$ cat src/nbe_pkg.sv
`default_nettype none

package nbe_pkg;

    // register offsets (byte addresses, one 32-bit word each)
    localparam logic [7:0] NBE_OFS_CONTROL    = 8'h00;
    localparam logic [7:0] NBE_OFS_FLAGS      = 8'h04;
    localparam logic [7:0] NBE_OFS_RESET_VEC  = 8'h08;
    localparam logic [7:0] NBE_OFS_NMI_VEC    = 8'h0c;
    localparam logic [7:0] NBE_OFS_IRQ_STATUS = 8'h10;
    localparam logic [7:0] NBE_OFS_IRQ_MASK   = 8'h14;

    // field positions of nvm_error_control_word
    localparam int NBE_BIT_URE = 0;
    localparam int NBE_BIT_UIE = 1;
    localparam int NBE_BIT_CIE = 2;

    // field positions of nvm_error_flag_word
    localparam int NBE_BIT_CFLAG = 0;
    localparam int NBE_BIT_UFLAG = 1;

    // field positions of the interrupt status and mask words
    localparam int NBE_BIT_EV_CORR  = 0;
    localparam int NBE_BIT_EV_UNCOR = 1;
    localparam int NBE_BIT_EV_SPUR  = 2;

    // reset values
    localparam logic [2:0] NBE_CONTROL_RESET = 3'h0;
    localparam logic [1:0] NBE_FLAGS_RESET   = 2'h0;
    localparam logic [2:0] NBE_IRQ_RESET     = 3'h0;
    localparam logic [7:0] NBE_VEC_RESET     = 8'h00;

    // vector codes; the nonzero values are arbitrary
    localparam logic [7:0] NBE_RSV_NONE          = 8'h00;
    localparam logic [7:0] NBE_RSV_UNCORRECTABLE = 8'h1a;
    localparam logic [7:0] NBE_NMI_NONE          = 8'h00;
    localparam logic [7:0] NBE_NMI_UNCORRECTABLE = 8'h02;
    localparam logic [7:0] NBE_NMI_CORRECTABLE   = 8'h04;

    typedef struct packed {
        logic correctable_interrupt_enable;
        logic uncorrectable_interrupt_enable;
        logic uncorrectable_reset_enable;
    } nbe_control_type;

    typedef struct packed {
        logic uncorrectable_error_flag;
        logic correctable_error_flag;
    } nbe_flag_type;

    typedef struct packed {
        logic spurious_reset;
        logic uncorrectable;
        logic correctable;
    } nbe_event_type;

    typedef enum logic {
        NBE_RUN,
        NBE_WAKE_WINDOW
    } nbe_state_type;

endpackage

`default_nettype wire

$ cat src/nbe_sync2.sv
`timescale 1ns/1ps
`default_nettype none

module nbe_sync2 #(
    parameter int WIDTH = 1
) (
    input  wire logic             i_clock,
    input  wire logic             i_rst,
    input  wire logic [WIDTH-1:0] i_async,
    output logic      [WIDTH-1:0] o_sync
);

    logic [WIDTH-1:0] stage1_reg;
    logic [WIDTH-1:0] stage2_reg;

    always_ff @(posedge i_clock or posedge i_rst) begin
        if (i_rst) begin
            stage1_reg <= '0;
            stage2_reg <= '0;
        end else begin
            stage1_reg <= i_async;
            stage2_reg <= stage1_reg;
        end
    end

    assign o_sync = stage2_reg;

endmodule

`default_nettype wire

$ cat src/nbe_nvm_error_report.sv
// Overview of operation
// (RQ1) an uncorrectable bit error detected in the memory sets the uncorrectable error flag.
// (RQ2) on affected revisions an uncorrectable error raises no nmi outside the wake window.
// (RQ3) software wanting uncorrectable reports enables reset only and checks the flag after reset.
// (RQ4) with reset enabled, a spurious error at a high main clock rate during nvm execution resets.
// (RQ5) that spurious reset writes reset source 0x00 and leaves the uncorrectable flag clear.
// (RQ6) software may ignore a reset with source 0 or keep the main clock at or below 12 MHz.
// (RQ7) clearing reset enable stops the spurious reset but also loses the uncorrectable nmi; here it drops the uncorrectable reset, not the nmi.
// (RQ8) after a sleep wake-up, a reported uncorrectable error with reset enabled resets with its code.
// (RQ9) after a sleep wake-up, an uncorrectable error with its interrupt enabled raises an nmi.
// (RQ10) after a sleep wake-up, a correctable error with its interrupt enabled raises an nmi.
// (RQ11) software clears all three enables before entering sleep modes 1 to 4.
// (RQ12) after wake-up software clears both flags and restores enables after the first valid access.
// (RQ13) both error flags stay set until software clears them; a new detection keeps them set.
//
// The implementer's own choices: the register addresses and the strobed register port.
`timescale 1ns/1ps
`default_nettype none

module nbe_nvm_error_report
    import nbe_pkg::*;
#(
    parameter bit AFFECTED_REVISION = 1'b1
) (
    input  wire logic        i_clock,
    input  wire logic        i_rst,
    input  wire logic [7:0]  i_addr,
    input  wire logic [31:0] i_wdata,
    input  wire logic        i_write,
    input  wire logic        i_read,
    input  wire logic        i_correctable_detect,
    input  wire logic        i_uncorrectable_detect,
    input  wire logic        i_spurious_detect,
    input  wire logic        i_nvm_exec,
    input  wire logic        i_high_clock_rate,
    input  wire logic        i_wake,
    input  wire logic        i_nvm_access_done,
    output logic      [31:0] o_rdata,
    output logic             o_puc_request,
    output logic             o_nmi_request,
    output logic             o_irq,
    output logic             o_wake_window
);

    nbe_control_type control_reg;
    nbe_control_type control_next;
    nbe_flag_type    flag_reg;
    nbe_flag_type    flag_next;
    nbe_event_type   irq_status_reg;
    nbe_event_type   irq_status_next;
    nbe_event_type   irq_mask_reg;
    nbe_event_type   irq_mask_next;
    nbe_state_type   state_reg;
    nbe_state_type   state_next;
    logic [7:0]      reset_vector_reg;
    logic [7:0]      reset_vector_next;
    logic [7:0]      nmi_vector_reg;
    logic [7:0]      nmi_vector_next;
    logic [31:0]     rdata_reg;
    logic [31:0]     rdata_next;
    logic            puc_reg;
    logic            nmi_reg;
    logic            irq_reg;

    logic high_rate_sync;

    // main clock source rate strap comes from the clock system pin
    nbe_sync2 #(
        .WIDTH (1)
    ) u_rate_sync (
        .i_clock (i_clock),
        .i_rst   (i_rst),
        .i_async (i_high_clock_rate),
        .o_sync  (high_rate_sync)
    );

    // bus decode
    wire wr_control    = i_write && (i_addr == NBE_OFS_CONTROL);
    wire wr_flags      = i_write && (i_addr == NBE_OFS_FLAGS);
    wire wr_reset_vec  = i_write && (i_addr == NBE_OFS_RESET_VEC);
    wire wr_nmi_vec    = i_write && (i_addr == NBE_OFS_NMI_VEC);
    wire wr_irq_status = i_write && (i_addr == NBE_OFS_IRQ_STATUS);
    wire wr_irq_mask   = i_write && (i_addr == NBE_OFS_IRQ_MASK);

    wire in_wake_window = (state_reg == NBE_WAKE_WINDOW);

    // reset paths
    wire uncorr_reset = i_uncorrectable_detect
                        && control_reg.uncorrectable_reset_enable;              // [RQ8]
    wire spurious_hit = AFFECTED_REVISION && i_spurious_detect && i_nvm_exec
                        && high_rate_sync
                        && control_reg.uncorrectable_reset_enable;              // [RQ4]

    // nmi paths: with AFFECTED_REVISION set, the uncorrectable one only works inside the wake window
    wire uncorr_nmi_allowed = control_reg.uncorrectable_interrupt_enable
                              && (!AFFECTED_REVISION || in_wake_window);        // [RQ2] [RQ9]
    wire uncorr_nmi = i_uncorrectable_detect && uncorr_nmi_allowed;
    wire corr_nmi   = i_correctable_detect
                      && control_reg.correctable_interrupt_enable;              // [RQ10]

    // hardware events for the interrupt status word
    wire [2:0] event_set = {spurious_hit, i_uncorrectable_detect, i_correctable_detect};

    // wake window tracking
    always_comb begin
        state_next = state_reg;
        case (state_reg)
            NBE_RUN: begin
                if (i_wake) begin
                    state_next = NBE_WAKE_WINDOW;
                end
            end
            NBE_WAKE_WINDOW: begin
                if (i_nvm_access_done && !i_wake) begin
                    state_next = NBE_RUN;
                end
            end
            default: begin
                state_next = NBE_RUN;
            end
        endcase
    end

    // control word
    assign control_next = wr_control ? nbe_control_type'(i_wdata[2:0]) : control_reg;

    // sticky flags, write one to clear, set wins over clear
    assign flag_next.uncorrectable_error_flag =
        i_uncorrectable_detect
        || (flag_reg.uncorrectable_error_flag
            && !(wr_flags && i_wdata[NBE_BIT_UFLAG]));                         // [RQ1] [RQ13]
    assign flag_next.correctable_error_flag =
        i_correctable_detect
        || (flag_reg.correctable_error_flag
            && !(wr_flags && i_wdata[NBE_BIT_CFLAG]));                         // [RQ13]

    // reset source vector: a real error wins over a spurious one
    assign reset_vector_next = uncorr_reset   ? NBE_RSV_UNCORRECTABLE :       // [RQ8]
                               spurious_hit   ? NBE_RSV_NONE :                // [RQ5]
                               wr_reset_vec   ? NBE_VEC_RESET :
                               reset_vector_reg;

    // system nmi vector: uncorrectable takes priority
    assign nmi_vector_next = uncorr_nmi ? NBE_NMI_UNCORRECTABLE :
                             corr_nmi   ? NBE_NMI_CORRECTABLE :
                             wr_nmi_vec ? NBE_NMI_NONE :
                             nmi_vector_reg;

    // interrupt status, write one to clear, set wins
    assign irq_status_next = nbe_event_type'(event_set
        | (irq_status_reg & ~({3{wr_irq_status}} & i_wdata[2:0])));
    assign irq_mask_next = wr_irq_mask ? nbe_event_type'(i_wdata[2:0]) : irq_mask_reg;

    // read data mux; unmapped addresses read zero
    wire [31:0] rd_control    = {29'h0, control_reg};
    wire [31:0] rd_flags      = {30'h0, flag_reg};
    wire [31:0] rd_reset_vec  = {24'h0, reset_vector_reg};
    wire [31:0] rd_nmi_vec    = {24'h0, nmi_vector_reg};
    wire [31:0] rd_irq_status = {29'h0, irq_status_reg};
    wire [31:0] rd_irq_mask   = {29'h0, irq_mask_reg};
    wire [31:0] rd_mux =
        (i_addr == NBE_OFS_CONTROL)    ? rd_control :
        (i_addr == NBE_OFS_FLAGS)      ? rd_flags :
        (i_addr == NBE_OFS_RESET_VEC)  ? rd_reset_vec :
        (i_addr == NBE_OFS_NMI_VEC)    ? rd_nmi_vec :
        (i_addr == NBE_OFS_IRQ_STATUS) ? rd_irq_status :
        (i_addr == NBE_OFS_IRQ_MASK)   ? rd_irq_mask :
        32'h0;
    assign rdata_next = i_read ? rd_mux : 32'h0;

    always_ff @(posedge i_clock or posedge i_rst) begin
        if (i_rst) begin
            state_reg        <= NBE_RUN;
            control_reg      <= NBE_CONTROL_RESET;
            flag_reg         <= NBE_FLAGS_RESET;
            irq_status_reg   <= NBE_IRQ_RESET;
            irq_mask_reg     <= NBE_IRQ_RESET;
            reset_vector_reg <= NBE_VEC_RESET;
            nmi_vector_reg   <= NBE_VEC_RESET;
        end else begin
            state_reg        <= state_next;
            control_reg      <= control_next;
            flag_reg         <= flag_next;
            irq_status_reg   <= irq_status_next;
            irq_mask_reg     <= irq_mask_next;
            reset_vector_reg <= reset_vector_next;
            nmi_vector_reg   <= nmi_vector_next;
        end
    end

    always_ff @(posedge i_clock or posedge i_rst) begin
        if (i_rst) begin
            rdata_reg <= 32'h0;
            puc_reg   <= 1'b0;
            nmi_reg   <= 1'b0;
            irq_reg   <= 1'b0;
        end else begin
            rdata_reg <= rdata_next;
            puc_reg   <= uncorr_reset || spurious_hit;                          // [RQ4] [RQ8]
            nmi_reg   <= uncorr_nmi || corr_nmi;                                // [RQ9] [RQ10]
            irq_reg   <= |(irq_status_next & irq_mask_next);
        end
    end

    assign o_rdata       = rdata_reg;
    assign o_puc_request = puc_reg;
    assign o_nmi_request = nmi_reg;
    assign o_irq         = irq_reg;
    assign o_wake_window = (state_reg == NBE_WAKE_WINDOW);

    // checks

    property p_uncorr_flag_set;
        @(posedge i_clock) disable iff (i_rst)
        i_uncorrectable_detect |=> flag_reg.uncorrectable_error_flag;
    endproperty
    a_uncorr_flag_set: assert property (p_uncorr_flag_set) // [RQ1]
        else $error("uncorrectable flag not set after detection");

    property p_no_uncorr_nmi;
        @(posedge i_clock) disable iff (i_rst)
        (AFFECTED_REVISION && !in_wake_window && i_uncorrectable_detect)
        |=> !(o_nmi_request && nmi_vector_reg == NBE_NMI_UNCORRECTABLE);
    endproperty
    a_no_uncorr_nmi: assert property (p_no_uncorr_nmi) // [RQ2]
        else $error("uncorrectable nmi raised outside wake window");

    property p_spurious_reset;
        @(posedge i_clock) disable iff (i_rst)
        (i_spurious_detect && i_nvm_exec && high_rate_sync
         && control_reg.uncorrectable_reset_enable && AFFECTED_REVISION)
        |=> o_puc_request ##1 (!o_puc_request || $past(spurious_hit) || $past(uncorr_reset));
    endproperty
    a_spurious_reset: assert property (p_spurious_reset) // [RQ4]
        else $error("spurious detection did not request a reset");

    property p_spurious_vector;
        @(posedge i_clock) disable iff (i_rst)
        (spurious_hit && !i_uncorrectable_detect && !wr_flags)
        |=> (reset_vector_reg == NBE_RSV_NONE)
            && (flag_reg.uncorrectable_error_flag
                == $past(flag_reg.uncorrectable_error_flag));
    endproperty
    a_spurious_vector: assert property (p_spurious_vector) // [RQ5]
        else $error("spurious reset changed vector or flag");

    property p_uncorr_reset;
        @(posedge i_clock) disable iff (i_rst)
        (i_uncorrectable_detect && control_reg.uncorrectable_reset_enable)
        |=> o_puc_request && (reset_vector_reg == NBE_RSV_UNCORRECTABLE);
    endproperty
    a_uncorr_reset: assert property (p_uncorr_reset) // [RQ8]
        else $error("uncorrectable error reset missing or wrong code");

    property p_wake_uncorr_nmi;
        @(posedge i_clock) disable iff (i_rst)
        (in_wake_window && control_reg.uncorrectable_interrupt_enable
         && i_uncorrectable_detect)
        |=> o_nmi_request && (nmi_vector_reg == NBE_NMI_UNCORRECTABLE);
    endproperty
    a_wake_uncorr_nmi: assert property (p_wake_uncorr_nmi) // [RQ9]
        else $error("uncorrectable nmi missing in wake window");

    property p_corr_nmi;
        @(posedge i_clock) disable iff (i_rst)
        (control_reg.correctable_interrupt_enable && i_correctable_detect
         && !uncorr_nmi)
        |=> o_nmi_request && (nmi_vector_reg == NBE_NMI_CORRECTABLE);
    endproperty
    a_corr_nmi: assert property (p_corr_nmi) // [RQ10]
        else $error("correctable nmi missing or wrong code");

    property p_flag_sticky;
        @(posedge i_clock) disable iff (i_rst)
        (flag_reg.uncorrectable_error_flag
         && !(wr_flags && i_wdata[NBE_BIT_UFLAG]))
        |=> flag_reg.uncorrectable_error_flag [*2]
            or (flag_reg.uncorrectable_error_flag ##1
                $past(wr_flags) || !flag_reg.uncorrectable_error_flag);
    endproperty
    a_flag_sticky: assert property (p_flag_sticky) // [RQ13]
        else $error("uncorrectable flag dropped without a clear");

    property p_corr_flag_sticky;
        @(posedge i_clock) disable iff (i_rst)
        (flag_reg.correctable_error_flag && !(wr_flags && i_wdata[NBE_BIT_CFLAG]))
        |=> flag_reg.correctable_error_flag;
    endproperty
    a_corr_flag_sticky: assert property (p_corr_flag_sticky) // [RQ13]
        else $error("correctable flag dropped without a clear");

    property p_wake_window_ends;
        @(posedge i_clock) disable iff (i_rst)
        (in_wake_window && i_nvm_access_done && !i_wake) |=> !o_wake_window;
    endproperty
    a_wake_window_ends: assert property (p_wake_window_ends) // [RQ9]
        else $error("wake window did not close after first access");

endmodule

`default_nettype wire

$ cat config.mk
export PLATFORM = sky130hd
export DESIGN_NAME = nbe_nvm_error_report
export DESIGN_NICKNAME = d
export VERILOG_FILES = /design/src/nbe_pkg.sv /design/src/nbe_sync2.sv /design/src/nbe_nvm_error_report.sv
export SDC_FILE = /design/constraint.sdc
export NUM_CORES = 1
export LEC_CHECK = 0
export BUFFER_PORTS_ARGS = -buffer_cell sky130_fd_sc_hd__buf_2
export CORE_UTILIZATION = 38
export DETAILED_ROUTE_END_ITERATION = 8
export PLACE_DENSITY = 0.86
export SETUP_SLACK_MARGIN = 0.02
export SLEW_MARGIN = 5
export SYNTH_ARGS = -nofsm -noshare
export SYNTH_HDL_FRONTEND = slang
export SYNTH_SLANG_ARGS = --single-unit
$ cat constraint.sdc
create_clock -name i_clock -period 1 [get_ports i_clock]
set_input_delay 0.1 -clock i_clock [delete_from_list [all_inputs] [get_ports i_clock]]
set_output_delay 0.1 -clock i_clock [all_outputs]
set_load 0.05 [all_outputs]
### Word level (Yosys, flattened, before mapping)

Cells that the tools add are included.

* register bits: 41
* latch bits: 0
* bits in writable memories: 0
* bits in read-only memories: 0
* input port bits: 51
* output and inout bits: 36
* logic and storage cells: 77
* memories: 0

* $add $sub $neg: 0
* multiply operators: 0
* divide/modulo/power cells: 0
* $lt $le $gt $ge: 0
* equal/unequal tests: 5
* shift-type cells: 0
* multiplexer cells: 17
* bitwise logic cells: 6
* reductions and logical operators: 29

Operators by type and width (count)
* $mux 8: 11
* $logic_and 1x1->1: 18
* $eq 8x4->1 const B: 2
* $eq 8x5->1 const B: 2
* $and 3x3->3: 3
* $mux 3: 3
* $eq 8x3->1 const B: 1
* $logic_not 8->1: 1
* $reduce_bool 3->1: 2
* $logic_or 1x1->1: 4
* $logic_not 1->1: 3
* $not 3->3: 1
* $or 3x3->3: 1
* $reduce_or 3->1: 1
* $mux 1: 2
* $pmux 1 s2: 1
* $not 1->1: 1

### Depth between registers and ports, before layout

* depth in word-level cells: 8
* depth in mapped cells: 6
* depth with buffers taken out: 5

### Cells and area by module

Synthesis repeated with hierarchy kept, for this count alone.

* cells, all modules: 138
* area total of the unflattened synthesis: 1436.4 um^2

By module, submodules not included
* nbe_nvm_error_report: instances 1, cells each 135, area an instance 1382.6 um^2, sequential area each 550.5 um^2
* nbe_sync2: instances 1, cells each 3, area an instance 53.8 um^2, sequential area each 50.0 um^2

### Least setup slack after synthesis

No wires, ideal clock.

* path kind: input-to-reg
* start: in i_addr[7]
* end: reg control_reg[0] in the netlist's numbering
* setup time: 127 ps
* arrival: 1281 ps
* data required time: 873 ps
* setup slack: -408 ps
* stages: 4
* path buffers: 0
* cell sequence: or4_4 -> nor4_4 -> nand2_2 -> mux2_1

* longest elaborated chain between the ends: 2

Ends and longest elaborated chain
* start, declared: RTL line nbe_nvm_error_report.sv:27 `input wire logic [7:0] i_addr,`
* $logic_not 8->1: RTL line nbe_nvm_error_report.sv:78 `wire wr_control = i_write && (i_addr == NBE_OFS_CONTROL);`
* $logic_and 1x1->1: RTL line nbe_nvm_error_report.sv:78
* end signal, assigned: RTL line nbe_nvm_error_report.sv:182 `control_reg <= control_next;`
* end, declared: RTL line nbe_nvm_error_report.sv:45 `nbe_control_type control_reg;`

No other way between the ends.
A chain may end at the register's enable or synchronous reset.

### Worst setup path in the final report

Same ends and word-level chain as after synthesis.

==> impl_metrics.csv <==
group,metric,value,unit
outcome,status,"finished, violations left",
outcome,violations,"setup timing",
floorplanning,num_rows,21,
grt,grt_pass1_wl,4.81,mm
clock_tree,clockBufferDepth,2,
floorplanning,initial_core_util,0.404,
power_and_ir_drop,p_int,1540,uW
worst_setup_path,rr_startpoint,"control_reg[0]",
grt,grt_pass1_vias,1079,
worst_setup_path,critical_path_class,"input pin to register",
floorplanning,dieArea,3850,um^2
clock_tree,path_clk_slew,0.13,ns
clock_tree,clockRootBuffer,"clkbuf_4",
grt,grt_use_total,0.177,
timing,whs,0.0197,ns
yosys,synth.distinct_cells,36,
placement,hpwl,2.31,mm
power_and_ir_drop,power-per-cell-area,1190,nW/um^2
worst_setup_path,cpLargestDelayFamily,"simple AND/OR/NAND/NOR gates",
worst_setup_path,cp_slowest_cell,"or4_4",
worst_hold_path,min-delay-path-class,"input pin to register",
timing,max_freq,837,MHz
power_and_ir_drop,leakage,0.000980,uW
power_and_ir_drop,swShare,0.344,
placement,preCtsSetupSlack,-0.591,ns
routing,drtIter0Drc,29,
finish,nFillCells,276,
finish,final_common_cell,"conb_1",
timing,skew,0.00248,ns
worst_setup_path,worstPathArrival,1.41,ns
timing,setup_ws,-0.195,ns
yosys,synth_area_per_cell,9.99,um^2
clock_tree,cts_tree,"yes",
yosys,synth-seq-cells,24,
routing,vias,1125,
power_and_ir_drop,pwr-share-clk,0.220,
finish,multi_input_area,742,um^2
grt,grt_overflow_total,0,
worst_setup_path,max_stage_delay,0.56,ns
finish,utilization,0.578,
timing,finalHoldViolCount,0,
power_and_ir_drop,p_comb_frac,0.309,
yosys,yosys_warnings,0,
worst_setup_path,cp-startpoint,"i_addr[7]",
floorplanning,core,3390,um^2
finish,syn2layout_area_growth,43.1,%
worst_setup_path,crit_chain,"buf_8 > or4_4 > nor4_4 > nand2_2 > mux2_1",
placement,place.gp.congestion,0.849,
yosys,synth_area,1370,um^2
timing,setup_viol,17,
power_and_ir_drop,ir_drop,0.000725,V
finish,antenna_cells,0,
floorplanning,ioPinCount,87,
worst_setup_path,crit_path_end_kind,"register",
finish,largest_reg_flops,4,
finish,final_cell_mix,"27 x conb_1, 26 x buf_4, 22 x dfrtp_1, 19 x buf_2, 13 x buf_6",
power_and_ir_drop,switchingPower,805,uW
worst_setup_path,crit_required,1.22,ns
clock_tree,cts_buffers,3,
grt,grt_max_degree,25,
worst_setup_path,crit_buf_inv,1,
worst_setup_path,cp_max_fo,3,
routing,drc_errors,0,
timing,fin_crit_sh,1.19,
worst_hold_path,hold_start,"i_correctable_detect",
run,maxCapViolCount,0,
finish,finalNetCount,250,
routing,wl,3.22,mm
clock_tree,htree_levels,1,
grt,antenna_found_initial,0,
floorplanning,die_h,62.0,um
placement,port_buffers,30,
routing,wl_per_cell,13.2,um
yosys,yosysSeqAreaShare,0.439,
timing,drv_slew,0,
timing,timing.final.crit_period,1.19,ns
floorplanning,die_width,62.0,um
routing,via_per_inst,4.61,
power_and_ir_drop,seq_power_share,0.471,
finish,drive_above_1_share,0.465,
timing,rsz0062_at_grt,"yes",
routing,dr.pass1.iters,4,
routing,antenna_left,0,
clock_tree,clock_latency,0.32,ns
clock_tree,cts_sinks,24,
worst_setup_path,crit_path_start_kind,"input pin",
yosys,syn_inst,137,
finish,seqCellArea,603,um^2
-- cell usage after synthesis --
master    count  share of area
a211oi_1      2          0.011
a21o_1        5          0.027
a21oi_1       7          0.026
a221o_1       1         0.0073
a311oi_1      1         0.0064
a31o_1        1         0.0064
a31oi_1       2         0.0091
and3_1        1         0.0046
and4_1        1         0.0064
and4bb_1      1         0.0091
buf_1         1         0.0027
buf_2         2         0.0073
buf_4        29           0.16
conb_1        1         0.0027
dfrtp_1      24           0.44
inv_1         5          0.014
mux2_1        5          0.041
mux2_2        1         0.0082
mux2_4        1          0.011
mux2i_1       3          0.022
nand2_1      10          0.027
nand2_2       1         0.0046
nand2b_1      2         0.0091
nand3_1       3          0.011
nand4_1       4          0.018
nor2_1        9          0.025
nor2b_1       3          0.014
nor3_1        1         0.0037
nor3_2        1         0.0073
nor3b_1       1         0.0055
nor4_1        2         0.0091
nor4_4        1          0.016
nor4b_1       1         0.0064
o22a_1        1         0.0064
o22ai_1       2         0.0091
or4_4         1         0.0082
-- routing by layer --
layer,track usage,up-vias,wire [um],part of all wire
met3,0.0476,8,168,0.052
met5,0,-,0,0
met2,0.318,33,1710,0.53
met4,0.0444,0,76,0.024
li1,-,547,-,-
met1,0.210,537,1260,0.39
-- kinds of logic (layout without fill, tap and decap cells) --
family / after synthesis / after routing / share of synthesized area
and+or+nand+nor: 43 / 43 / 0.185
buffers and inverters: 37 / 72 / 0.183
DFF: 24 / 24 / 0.439
AOI/OAI and AO/OA: 22 / 22 / 0.109
muxes: 10 / 10 / 0.0823
other: 1 / 27 / 0.00274
-- worst paths after layout --
kind                                            to  slack [ns]  depth (start not counted)
worst max-delay path                control_reg[0]       -0.19                          5
worst min-delay path                   flag_reg[0]        0.02                          2
worst max register to register               o_irq       -0.19                          4
worst min register to register  u_rate_sync.o_sync        0.38                          0
max in group asynchronous            o_wake_window        0.40                          4
min in group asynchronous            o_nmi_request        0.36                          4
-- what timing repair did --
| action | in CTS | in global routing |
|---|---|---|
| hold buffers | 3 | 0 |
| buffers inserted | 2 | 5 |
| hold endpoints to repair | 26 | 0 |
| gates resized for setup | 31 | 15 |
| endpoints found under the setup margin | 25 | 25 |
| pin swaps | 8 | 8 |
-- power by group through the flow --
stage	Combinational [uW]	Clock [uW]	Sequential [uW]
after global routing	779	565	1110
final	723	515	1100
after floorplan	479	0	1130
after global placement	592	0	1110
after CTS	653	521	1100
after detailed placement	603	0	1110
-- area by class of cell --
class                      count  share of cell area
sequential                    24               0.308
inverter                       5             0.00958
timing repair buffer          63               0.256
multi-input combinational    102               0.379
tap                           46              0.0294
clock buffer                   4              0.0185
-- per-stage QoR --
| stage | setup TNS [ns] | cells | cell area (um^2) | power [uW] |
|---|---|---|---|---|
| final | -1.51 | 244 | 1960 | 2340 |
| after global routing | -2.20 | 244 | 1960 | 2450 |
| after CTS | -1.30 | 240 | 1860 | 2270 |
| after detailed placement | -7.44 | 231 | 1670 | 1720 |
| after global placement | -6.72 | 231 | 1670 | 1700 |
| after floorplan | -2.96 | 163 | 1510 | 1610 |
Note: power is estimated with default switching activity, not from simulation.
